===== src/hw/lbc_cfg.svh =====
`ifndef LBC_CFG_SVH
`define LBC_CFG_SVH
// ==========================================
// widths and field positions
`define LBC_DATA_W      8
`define LBC_ADDR_W      7
`define LBC_PC_W        11
`define LBC_PCH_MSB     10
`define LBC_PCH_LSB     8
`define LBC_TABLE_HIGH_POINTER_MSB    2
`define LBC_SP_W        4
`define LBC_STACK_DEPTH 16
`define LBC_ZERO_BIT    2
// ==========================================
// reset values and step sizes
`define LBC_ACC_RST     8'h00
`define LBC_PC_RST      11'h000
`define LBC_SP_RST      4'h0
`define LBC_TABLE_HIGH_POINTER_RST    8'h00
`define LBC_STATUS_RST  8'h00
`define LBC_PC_STEP     11'h001
`define LBC_SP_STEP     4'h1
`endif


===== src/hw/lbc_pkg.sv =====
`include "lbc_cfg.svh"
package lbc_pkg;
	typedef enum logic [2:0]
	{
		LBC_OP_AND_REG  = 3'h0,
		LBC_OP_AND_IMM  = 3'h1,
		LBC_OP_BIT_CLR  = 3'h2,
		LBC_OP_BIT_SET  = 3'h3,
		LBC_OP_BIT_TSC  = 3'h4,
		LBC_OP_CALL_ACC = 3'h5,
		LBC_OP_NOP      = 3'h6
	} lbc_op_e;

	typedef enum logic [2:0]
	{
		LBC_ST_EXEC   = 3'b001,
		LBC_ST_SKIP   = 3'b010,
		LBC_ST_CALL2  = 3'b100
	} lbc_state_e;

	typedef struct packed
	{
		lbc_op_e                     op;
		logic [`LBC_ADDR_W-1:0]      addr;
		logic                        destReg;
		logic [2:0]                  bitSel;
		logic [`LBC_DATA_W-1:0]      imm;
	} lbc_instr_s;

	typedef struct packed
	{
		logic                        we;
		logic [`LBC_ADDR_W-1:0]      addr;
		logic [`LBC_DATA_W-1:0]      data;
	} lbc_fwr_s;

	typedef struct packed
	{
		lbc_state_e                  state;
		logic [`LBC_DATA_W-1:0]      acc;
		logic                        zero;
		logic [`LBC_PC_W-1:0]        pc;
		logic [`LBC_SP_W-1:0]        sp;
		lbc_fwr_s                    fwr;
		logic                        push;
		logic [`LBC_PC_W-1:0]        pushData;
	} lbc_state_s;
endpackage


===== src/hw/lbc_return_stack.sv =====
`timescale 1ns/100ps
`default_nettype none
`include "lbc_cfg.svh"
// ==========================================
// return address stack, written at the pointer
module lbc_return_stack #(
	parameter int DEPTH = `LBC_STACK_DEPTH,
	parameter int SP_W  = `LBC_SP_W,
	parameter int PC_W  = `LBC_PC_W
) (
	input  wire logic            sys_clk,
	input  wire logic            push,
	input  wire logic [SP_W-1:0] wrPtr,
	input  wire logic [PC_W-1:0] wrData,
	input  wire logic [SP_W-1:0] rdPtr,
	output logic      [PC_W-1:0] rdData
);
	logic [PC_W-1:0] mem [DEPTH];

	always_ff @(posedge sys_clk)
	begin
		if (push)
			mem[wrPtr] <= wrData;
		rdData <= mem[rdPtr];
	end
endmodule // lbc_return_stack
`default_nettype wire


===== src/hw/lbc_exec.sv =====
`timescale 1ns/100ps
`default_nettype none
`include "lbc_cfg.svh"
// Contract
// - and_acc_reg ands accumulator with file register
// - destination bit 0 accumulator, 1 register
// - and_acc_imm ands accumulator with immediate
// - bit_clear_reg zeros one bit, flags kept
// - bit_set_reg sets one bit, flags kept
// - clear tested bit discards prefetched instruction
// - test takes one cycle, two if skipping
// - call pushes pc plus one, advances pointer
// - call loads pc from table_high_pointer, accumulator
module lbc_exec (
	input  wire logic                   sys_clk,
	input  wire logic                   reset,
	input  wire lbc_pkg::lbc_instr_s    instr,
	input  wire logic                   instrValid,
	input  wire logic [`LBC_DATA_W-1:0] fileRdData,
	input  wire logic [`LBC_DATA_W-1:0] tableHighPointer,
	output logic      [`LBC_ADDR_W-1:0] fileRdAddr,
	output lbc_pkg::lbc_fwr_s           fileWr,
	output logic                        ready,
	output logic      [`LBC_DATA_W-1:0] accumulator,
	output logic                        zeroFlag,
	output logic      [`LBC_PC_W-1:0]   programCounter,
	output logic      [`LBC_SP_W-1:0]   stackPointer,
	output logic      [`LBC_PC_W-1:0]   stackTop
);
	lbc_pkg::lbc_state_s st_reg;
	lbc_pkg::lbc_state_s st_next;

	// ==========================================
	// helpers
	function automatic logic [`LBC_DATA_W-1:0] bitMask(input logic [2:0] pos);
		bitMask = `LBC_DATA_W'(1) << pos;
	endfunction

	function automatic logic isZero(input logic [`LBC_DATA_W-1:0] v);
		isZero = (v == 8'h00);
	endfunction

	// ==========================================
	// operand read is combinational so every op except call and a skipping test finishes in one cycle
	assign fileRdAddr = instr.addr;

	logic [`LBC_DATA_W-1:0] andReg;
	logic [`LBC_DATA_W-1:0] andImm;
	assign andReg = st_reg.acc & fileRdData;
	assign andImm = st_reg.acc & instr.imm;

	// ==========================================
	// next state
	always_comb
	begin
		st_next = st_reg;
		st_next.fwr.we = 1'b0;
		st_next.push = 1'b0;
		case (st_reg.state)
			lbc_pkg::LBC_ST_EXEC:
			begin
				if (instrValid)
				begin
					st_next.pc = st_reg.pc + `LBC_PC_STEP;
					case (instr.op)
						lbc_pkg::LBC_OP_AND_REG:
						begin
							st_next.zero = isZero(andReg);
							if (instr.destReg)
							begin
								st_next.fwr.we = 1'b1;
								st_next.fwr.addr = instr.addr;
								st_next.fwr.data = andReg;
							end
							else
								st_next.acc = andReg;
						end
						lbc_pkg::LBC_OP_AND_IMM:
						begin
							st_next.acc = andImm;
							st_next.zero = isZero(andImm);
						end
						lbc_pkg::LBC_OP_BIT_CLR, lbc_pkg::LBC_OP_BIT_SET:
						begin
							st_next.fwr.we = 1'b1;
							st_next.fwr.addr = instr.addr;
							if (instr.op == lbc_pkg::LBC_OP_BIT_SET)
								st_next.fwr.data = fileRdData | bitMask(instr.bitSel);
							else
								st_next.fwr.data = fileRdData & ~bitMask(instr.bitSel);
						end
						lbc_pkg::LBC_OP_BIT_TSC:
						begin
							// flags untouched; skip costs the extra cycle
							if ((fileRdData & bitMask(instr.bitSel)) == 8'h00)
								st_next.state = lbc_pkg::LBC_ST_SKIP;
						end
						lbc_pkg::LBC_OP_CALL_ACC:
						begin
							st_next.push = 1'b1;
							st_next.pushData = st_reg.pc + `LBC_PC_STEP;
							st_next.pc = {tableHighPointer[`LBC_TABLE_HIGH_POINTER_MSB:0], st_reg.acc};
							st_next.state = lbc_pkg::LBC_ST_CALL2;
						end
						default:
						begin
						end
					endcase
				end
			end
			lbc_pkg::LBC_ST_SKIP:
			begin
				// prefetched word executes as a nop, pc still steps past it
				if (instrValid)
				begin
					st_next.pc = st_reg.pc + `LBC_PC_STEP;
					st_next.state = lbc_pkg::LBC_ST_EXEC;
				end
			end
			lbc_pkg::LBC_ST_CALL2:
			begin
				st_next.sp = st_reg.sp + `LBC_SP_STEP;
				st_next.state = lbc_pkg::LBC_ST_EXEC;
			end
			default:
				st_next.state = lbc_pkg::LBC_ST_EXEC;
		endcase
	end

	always_ff @(posedge sys_clk)
	begin
		if (reset)
		begin
			st_reg.state    <= lbc_pkg::LBC_ST_EXEC;
			st_reg.acc      <= `LBC_ACC_RST;
			st_reg.zero     <= 1'b0;
			st_reg.pc       <= `LBC_PC_RST;
			st_reg.sp       <= `LBC_SP_RST;
			st_reg.fwr      <= '0;
			st_reg.push     <= 1'b0;
			st_reg.pushData <= `LBC_PC_RST;
		end
		else
			st_reg <= st_next;
	end

	// ==========================================
	// stack storage; written at the pointer before it advances
	lbc_return_stack u_stack (
		.sys_clk (sys_clk),
		.push    (st_reg.push),
		.wrPtr   (st_reg.sp),
		.wrData  (st_reg.pushData),
		.rdPtr   (st_reg.sp - `LBC_SP_STEP),
		.rdData  (stackTop)
	);

	// only the second call cycle holds off the fetch stream; skip does not
	assign ready          = (st_reg.state != lbc_pkg::LBC_ST_CALL2);
	assign fileWr         = st_reg.fwr;
	assign accumulator    = st_reg.acc;
	assign zeroFlag       = st_reg.zero;
	assign programCounter = st_reg.pc;
	assign stackPointer   = st_reg.sp;
endmodule // lbc_exec
`default_nettype wire


===== config.mk =====
export PLATFORM = sky130hd
export DESIGN_NAME = lbc_exec
export DESIGN_NICKNAME = d
export VERILOG_FILES = /design/src/hw/lbc_pkg.sv /design/src/hw/lbc_return_stack.sv /design/src/hw/lbc_exec.sv
export VERILOG_INCLUDE_DIRS = /design/src /design/src/hw
export SDC_FILE = /design/constraint.sdc
export NUM_CORES = 1
export LEC_CHECK = 0
export BUFFER_PORTS_ARGS = -buffer_cell sky130_fd_sc_hd__clkbuf_2
export CORE_ASPECT_RATIO = 0.6
export CORE_UTILIZATION = 35
export DETAILED_ROUTE_END_ITERATION = 6
export PLACE_DENSITY = 0.63
export SKIP_CTS_REPAIR_TIMING = 1
export SLEW_MARGIN = 10
export SYNTH_ARGS = -nofsm -noshare
export SYNTH_HDL_FRONTEND = slang
export SYNTH_SLANG_ARGS = --single-unit

===== constraint.sdc =====
create_clock -name sys_clk -period 2.5 [get_ports sys_clk]
set_input_delay 0.25 -clock sys_clk [delete_from_list [all_inputs] [get_ports sys_clk]]
set_output_delay 0.25 -clock sys_clk [all_outputs]
set_load 0.1 [all_outputs]

==> out/qor.yml, run 1 <==
run_status:
  status: "finished, final reports clean"
die:
  core_mm2: 0.0288
  rows: 48
  fp.dieW_um: 223
  die_h_um: 135
  die_area_mm2: 0.0301
  pin_count: 100
  start_util_pct: 35.7
clock_tree:
  clk_latency_ps: 510
  clockRootBuffer: "clkbuf_16"
  htree_num_levels: 1
  cts_tree: "built"
  numClockSinks: 242
  clockBufferDepth: 3
  path_clk_slew_ps: 60
  numCtsBuffers: 24
global_route:
  grt_first_pass_wirelength_um: 36700
  gr-usage-all-layers_pct: 16.0
  grt_pass1_vias: 6016
  grt_antenna_before_repair: 0
  grt_max_degree: 51
  grt_overflow: 0
worst_setup_path:
  path_buf_inv: 3
  crit_type: "flip-flop to flip-flop"
  worstPathRequired_ps: 2900
  cp_max_fo: 34
  crit_path_top_delay_cell: "a211oi_1"
  worstSetupEndpointType: "flip-flop"
  crit_family: "buffers and inverters"
  crit_arrival_ps: 2630
  max_stage_delay_ps: 370
  cp-start-kind: "flip-flop"
  crit_chain: "inv_1, ha_1, buf_12, mux4_2, nor2b_1, a211oi_1, buf_4, a21oi_1"
routing:
  route.detailed.drc: 0
  wl_per_cell_um: 20.0
  top_layer: "met4"
  drtAntennaViolNets: 0
  route.vias.total: 6300
  dr.pass1.iters: 5
  dr_wl_met3_um: 2180
  wl_met2_um: 9530
  routed_wl_um: 23800
  vias_per_cell: 5.29
  drt_iter0_drc: 682
  met1Wirelength_um: 11800
synthesis:
  synth.area.top_cells: "edfxtp_1 (51%), dfxtp_1 (13%), mux4_2 (9.6%), buf_4 (3.4%), a21oi_1 (2.3%)"
  synth-main-ff-cell: "edfxtp_1"
  syn-instance-count: 722
  yosysTopAreaCell: "edfxtp_1"
  syn_area_per_cell_um2: 14.3
  ys.warnings.count: 0
  post-synth-top-area-fraction_pct: 51.4
  synth_edf_count: 176
  yosys.cell_types.count: 58
  yosysSeqAreaShare_pct: 64.2
  ys_top_cells_by_count: "edfxtp_1 (176), dfxtp_1 (66), a21oi_1 (48), buf_4 (47), mux4_2 (44)"
  synth_nets: 768
  postSynth.asyncResetShare_pct: 0
  syn-cell-area_mm2: 0.0103
  synth-seq-cells: 242
  yosysMostFrequentCell: "edfxtp_1"
timing:
  fin_ws_ps: 263
  max_freq_ghz: 0.447
  hold_viol: 0
  finalCriticalPeriod_ps: 2240
  tightest_slew_ps: 707
  rsz0062_at_grt: "false"
  finalCritPeriodShare_pct: 89.5
  setup_tns_ps: 0
  fin_worst_skew_ps: 7.56
  slew_viol_final: 0
  setup_viol: 0
  worst_hold_slack_ps: 5.03
  relSlewSlack_pct: 52.8
place:
  dp_cells: 1145
  place_ws_ps: 302
  port_buffers: 94
  gp_congestion: 0.910
  place_area_mm2: 0.0110
  hpwl_um: 16200
pwr:
  total_power_mw: 8.22
  p_leak_nw: 3.98
  power.density_mw_per_mm2: 696
  peakVddDrop_uv: 468
cells_and_area:
  stdcell_area_mm2: 0.0118
  largest_register_ffs: 176
  utilization_pct: 41.0
  area_delta_synth_final_pct: 14.8
  fin_nets: 844
  drive_gt1_share_pct: 27.6
  fin_cells: 1192
flow_run:
  maxCapViolCount: 0
min_path:
  min-delay-path-class: "input pin to flip-flop"
[kinds of logic after synthesis]
| logic type | after synthesis | share of synthesized area [%] |
|---|---|---|
| fa+ha+maj | 5 | 0.608 |
| mux | 57 | 10.9 |
| xor+xnor | 11 | 1.01 |
| buf+inv | 104 | 5.98 |
| compound gates | 133 | 8.57 |
| simple gates | 170 | 8.72 |
| flops | 242 | 64.2 |
[power by group]
part | leakage [nW] | total, mW | internal, mW | switching (mW)
clock network | 0.356 | 3.43 | 1.94 | 1.49
registers | 2.14 | 4.36 | 4.30 | 0.0514
logic | 1.48 | 0.430 | 0.0991 | 0.331
total | 3.98 | 8.22 | 6.35 | 1.87
[layer usage]
layer	global-route usage, %	up-vias
met3	4.79	26
met4	2.59	0
met1	25.3	3141
li1	-	2897
met5	0	-
met2	21.6	236
[worst register-to-register path: stages, from the launching register on]
cell and delay, ps:
dfxtp_4 350, inv_1 50, ha_1 310, buf_12 250
mux4_2 390, nor2b_1 150, a211oi_1 370, buf_4 200
a21oi_1 40
[cells in the final DEF (no fill, tap or decap), types with 4 or more instances in the layout]
cell | synthesis | final
edfxtp_1 | 176 | 176
clkbuf_2 | 0 | 94
dfxtp_1 | 66 | 65
a21oi_1 | 48 | 48
mux4_2 | 44 | 44
nand2_1 | 41 | 41
nor2_1 | 39 | 39
buf_4 | 47 | 38
clkbuf_16 | 0 | 25
inv_1 | 18 | 18
a211oi_1 | 18 | 18
nand3_1 | 17 | 17
o21ai_0 | 16 | 16
a311oi_1 | 15 | 15
mux2i_1 | 12 | 12
nor3_1 | 13 | 11
nor2b_1 | 11 | 11
o22ai_1 | 10 | 10
nor3b_1 | 8 | 8
nand2b_1 | 7 | 7
clkbuf_1 | 18 | 7
xnor2_1 | 7 | 6
nand4_1 | 5 | 5
a22oi_1 | 5 | 5
ha_1 | 5 | 5
or3_1 | 4 | 4
and3b_1 | 4 | 4
and3_1 | 4 | 4
[worst paths after layout]
path              cells past startpoint                         start  slack (ps)                         to
hold reg to reg                       2       fileWr[12]$_SDFFE_PP0P_         460    fileWr[12]$_SDFFE_PP0P_
hold / removal                        3                     instr[14]           5    fileWr[10]$_SDFFE_PP0P_
setup reg to reg                      8  stackPointer[0]$_SDFFE_PP0N_         260  u_stack.rdData[8]$_DFF_P_
setup / recovery                      8  stackPointer[0]$_SDFFE_PP0N_         260  u_stack.rdData[8]$_DFF_P_
[area by class of cell]
type                    instances  area [µm²]
multi-input cells             376        3100
diodes                          1        2.50
inverters                      18        67.6
clock inverters                12        96.3
flip-flops and latches        242        6610
fillers                      2647       17000
clock buffers                  32         652
repair buffers                136         816
well taps                     375         469
No activity file was read; power rests on OpenSTA's default activity.
==> run 2, diff against run 1 <==
==> constraint.sdc (replaced) <==
create_clock -name sys_clk -period 2.5 [get_ports sys_clk]
set_input_delay 0 -clock sys_clk [delete_from_list [all_inputs] [get_ports sys_clk]]
set_output_delay 0 -clock sys_clk [all_outputs]
set_load 0.1 [all_outputs]
==> run 2 against run 1 <==
Net effect: critical endpoint is now accumulator[0]$_SDFFE_PP0P_; worst setup slack got worse by 150 ps; register-to-register slack worse by 150 ps; largest cell class unchanged; the run now ends with hold timing left; highest routed layer unchanged; clock power up 4%; sequential share of layout area decreased by 1.6 points.
==> out/qor.yml, run 2 (synthesized netlist as in run 1, its figures left out) <==
pwr:
  p_clk_share_pct: 42.6
  pwr-share-comb_pct: 5.5
  power.density_mw_per_mm2: 691
  peakVddDrop_uv: 456
  switching_share_pct: 22.3
  p_sw_mw: 1.87
  p_int_mw: 6.53
  p_leak_nw: 4.17
  power_frac_seq_pct: 51.8
  total_power_mw: 8.40
routing:
  route.vias.total: 6492
  wl_per_cell_um: 20.4
  routed_wl_um: 25000
  dr.pass1.iters: 5
  vias_per_cell: 5.31
  drt_iter0_drc: 681
  drtAntennaViolNets: 0
  route.detailed.drc: 0
flow_run:
  maxCapViolCount: 0
run_status:
  status: "complete, but fails checks"
  violations: "hold timing"
worst_setup_path:
  reg2reg_slack_ps: 120
  crit_path_top_delay_cell: "dlygate4sd3_1"
  crit_family: "simple AND/OR/NAND/NOR gates"
  crit_type: "flip-flop to flip-flop"
  max_stage_delay_ps: 610
  crit_arrival_ps: 2770
  worstPathRequired_ps: 2890
  timing.rr.start: "st_reg[53]$_SDFFE_PP0P_"
  path_buf_inv: 1
  crit_chain: "nand4bb_1, nor3_1, a21boi_2, a311oi_1, dlygate4sd3_1"
  worstSetupEndpointType: "flip-flop"
  r2r-end: "accumulator[0]$_SDFFE_PP0P_"
  cp-start-kind: "flip-flop"
  r2r_cells: 5
  cp_max_fo: 8
cells_and_area:
  stdcell_area_mm2: 0.0122
  fin_nets: 878
  layout_commonest_cell: "edfxtp_1"
  register_area_mm2: 0.00661
  multi_input_area_mm2: 0.00310
  largest_register_ffs: 176
  area_delta_synth_final_pct: 18.2
  final_cell_mix: "edfxtp_1 (176), clkbuf_2 (94), dfxtp_1 (65), a21oi_1 (48), mux4_2 (44)"
  antenna_cells: 0
  fillers: 2571
  drive_gt1_share_pct: 26.7
clock_tree:
  clk_latency_ps: 510
  htree_num_levels: 1
  numCtsBuffers: 23
  numClockSinks: 242
  cts_tree: "built"
  clockRootBuffer: "clkbuf_16"
  clockBufferDepth: 3
  path_clk_slew_ps: 70
timing:
  finalCriticalPeriod_ps: 2380
  finalCritPeriodShare_pct: 95.4
  slew_viol_final: 0
  fin_worst_skew_ps: 15.1
  hold_viol: 1
  relSlewSlack_pct: 45.9
  tightest_slew_ps: 810
  setup_viol: 0
  max_freq_ghz: 0.419
  worst_hold_slack_ps: -66.9
die:
  start_util_pct: 35.7
  fp.dieW_um: 223
  rows: 48
  pin_count: 100
  core_mm2: 0.0288
  die_h_um: 135
  die_area_mm2: 0.0301
global_route:
  grt_antenna_before_repair: 0
  grt_first_pass_wirelength_um: 37000
  gr-usage-all-layers_pct: 16.2
  grt_max_degree: 51
  grt_overflow: 0
  grt_pass1_vias: 6077
place:
  port_buffers: 94
  place_area_mm2: 0.0110
  hpwl_um: 16700
  gp_congestion: 0.941
min_path:
  holdPathStages: 3
  min_from: "fileRdData[3]"
  whs_endpoint: "fileWr[3]$_SDFFE_PP0P_"
  min-delay-path-class: "input pin to flip-flop"
==> run 2: how the worst max path moves through the flow <==
stage,start,endpoint,slack [ps],depth (start not counted)
after floorplan,stackPointer[0]$_SDFFE_PP0N_,u_stack.rdData[3]$_DFF_P_,9,9
after global placement,stackPointer[0]$_SDFFE_PP0N_,u_stack.rdData[5]$_DFF_P_,330,6
after detailed placement,stackPointer[0]$_SDFFE_PP0N_,u_stack.rdData[5]$_DFF_P_,300,6
after CTS,stackPointer[0]$_SDFFE_PP0N_,u_stack.rdData[9]$_DFF_P_,280,6
after global routing,st_reg[52]$_SDFFE_PP1P_,accumulator[0]$_SDFFE_PP0P_,-7,5
final,st_reg[53]$_SDFFE_PP0P_,accumulator[0]$_SDFFE_PP0P_,120,5
==> run 2: metal layers <==
layer	up-vias	global-route usage [%]	part of all wire [%]	routed length, µm
li1	2958	-	-	-
met1	3253	25.2	49	12200
met2	243	22.3	41	10200
met3	38	4.59	8.4	2090
met4	0	2.93	1.6	398
met5	-	0	0	0
==> run 2: area by class of cell <==
cell class | count | area share (%)
repair buffers | 171 | 9.48
multi-input cells | 376 | 25.5
clock buffers | 25 | 4.79
clock inverters | 16 | 1.51
flip-flops and latches | 242 | 54.3
well taps | 375 | 3.86
inverters | 18 | 0.555
==> run 2: power groups by stage <==
stage / registers, mW / logic, mW / clock network [mW]
5_1_grt: 4.36 / 0.491 / 3.79
2_1_floorplan: 4.43 / 0.342 / 0
3_5_place_dp: 4.44 / 0.422 / 0
4_1_cts: 4.36 / 0.424 / 3.65
6_report: 4.36 / 0.465 / 3.58
3_3_place_gp: 4.44 / 0.419 / 0
==> run 2: worst reg2reg max path, delay by kind of cell, from the launching register on <==
| kind | cells | cell delay, ps |
|---|---|---|
| buffers and inverters | 1 | 610 |
| AND/OR/NAND/NOR | 2 | 660 |
| AO/OA/AOI/OAI | 2 | 630 |
| flip-flops | 1 | 360 |
==> run 2: per-stage QoR <==
stage	worst slack, ps	setup TNS [ps]	hold WS (ps)	std cells	util [%]
final	116	0	-66.9	1223	42.2
after global routing	-7.36	-12.4	1.80	1223	42.2
after CTS	280	0	-270	1186	40.9
after detailed placement	302	0	264	1145	38.3
after global placement	333	0	263	1145	38.3
after floorplan	8.75	0	104	722	-
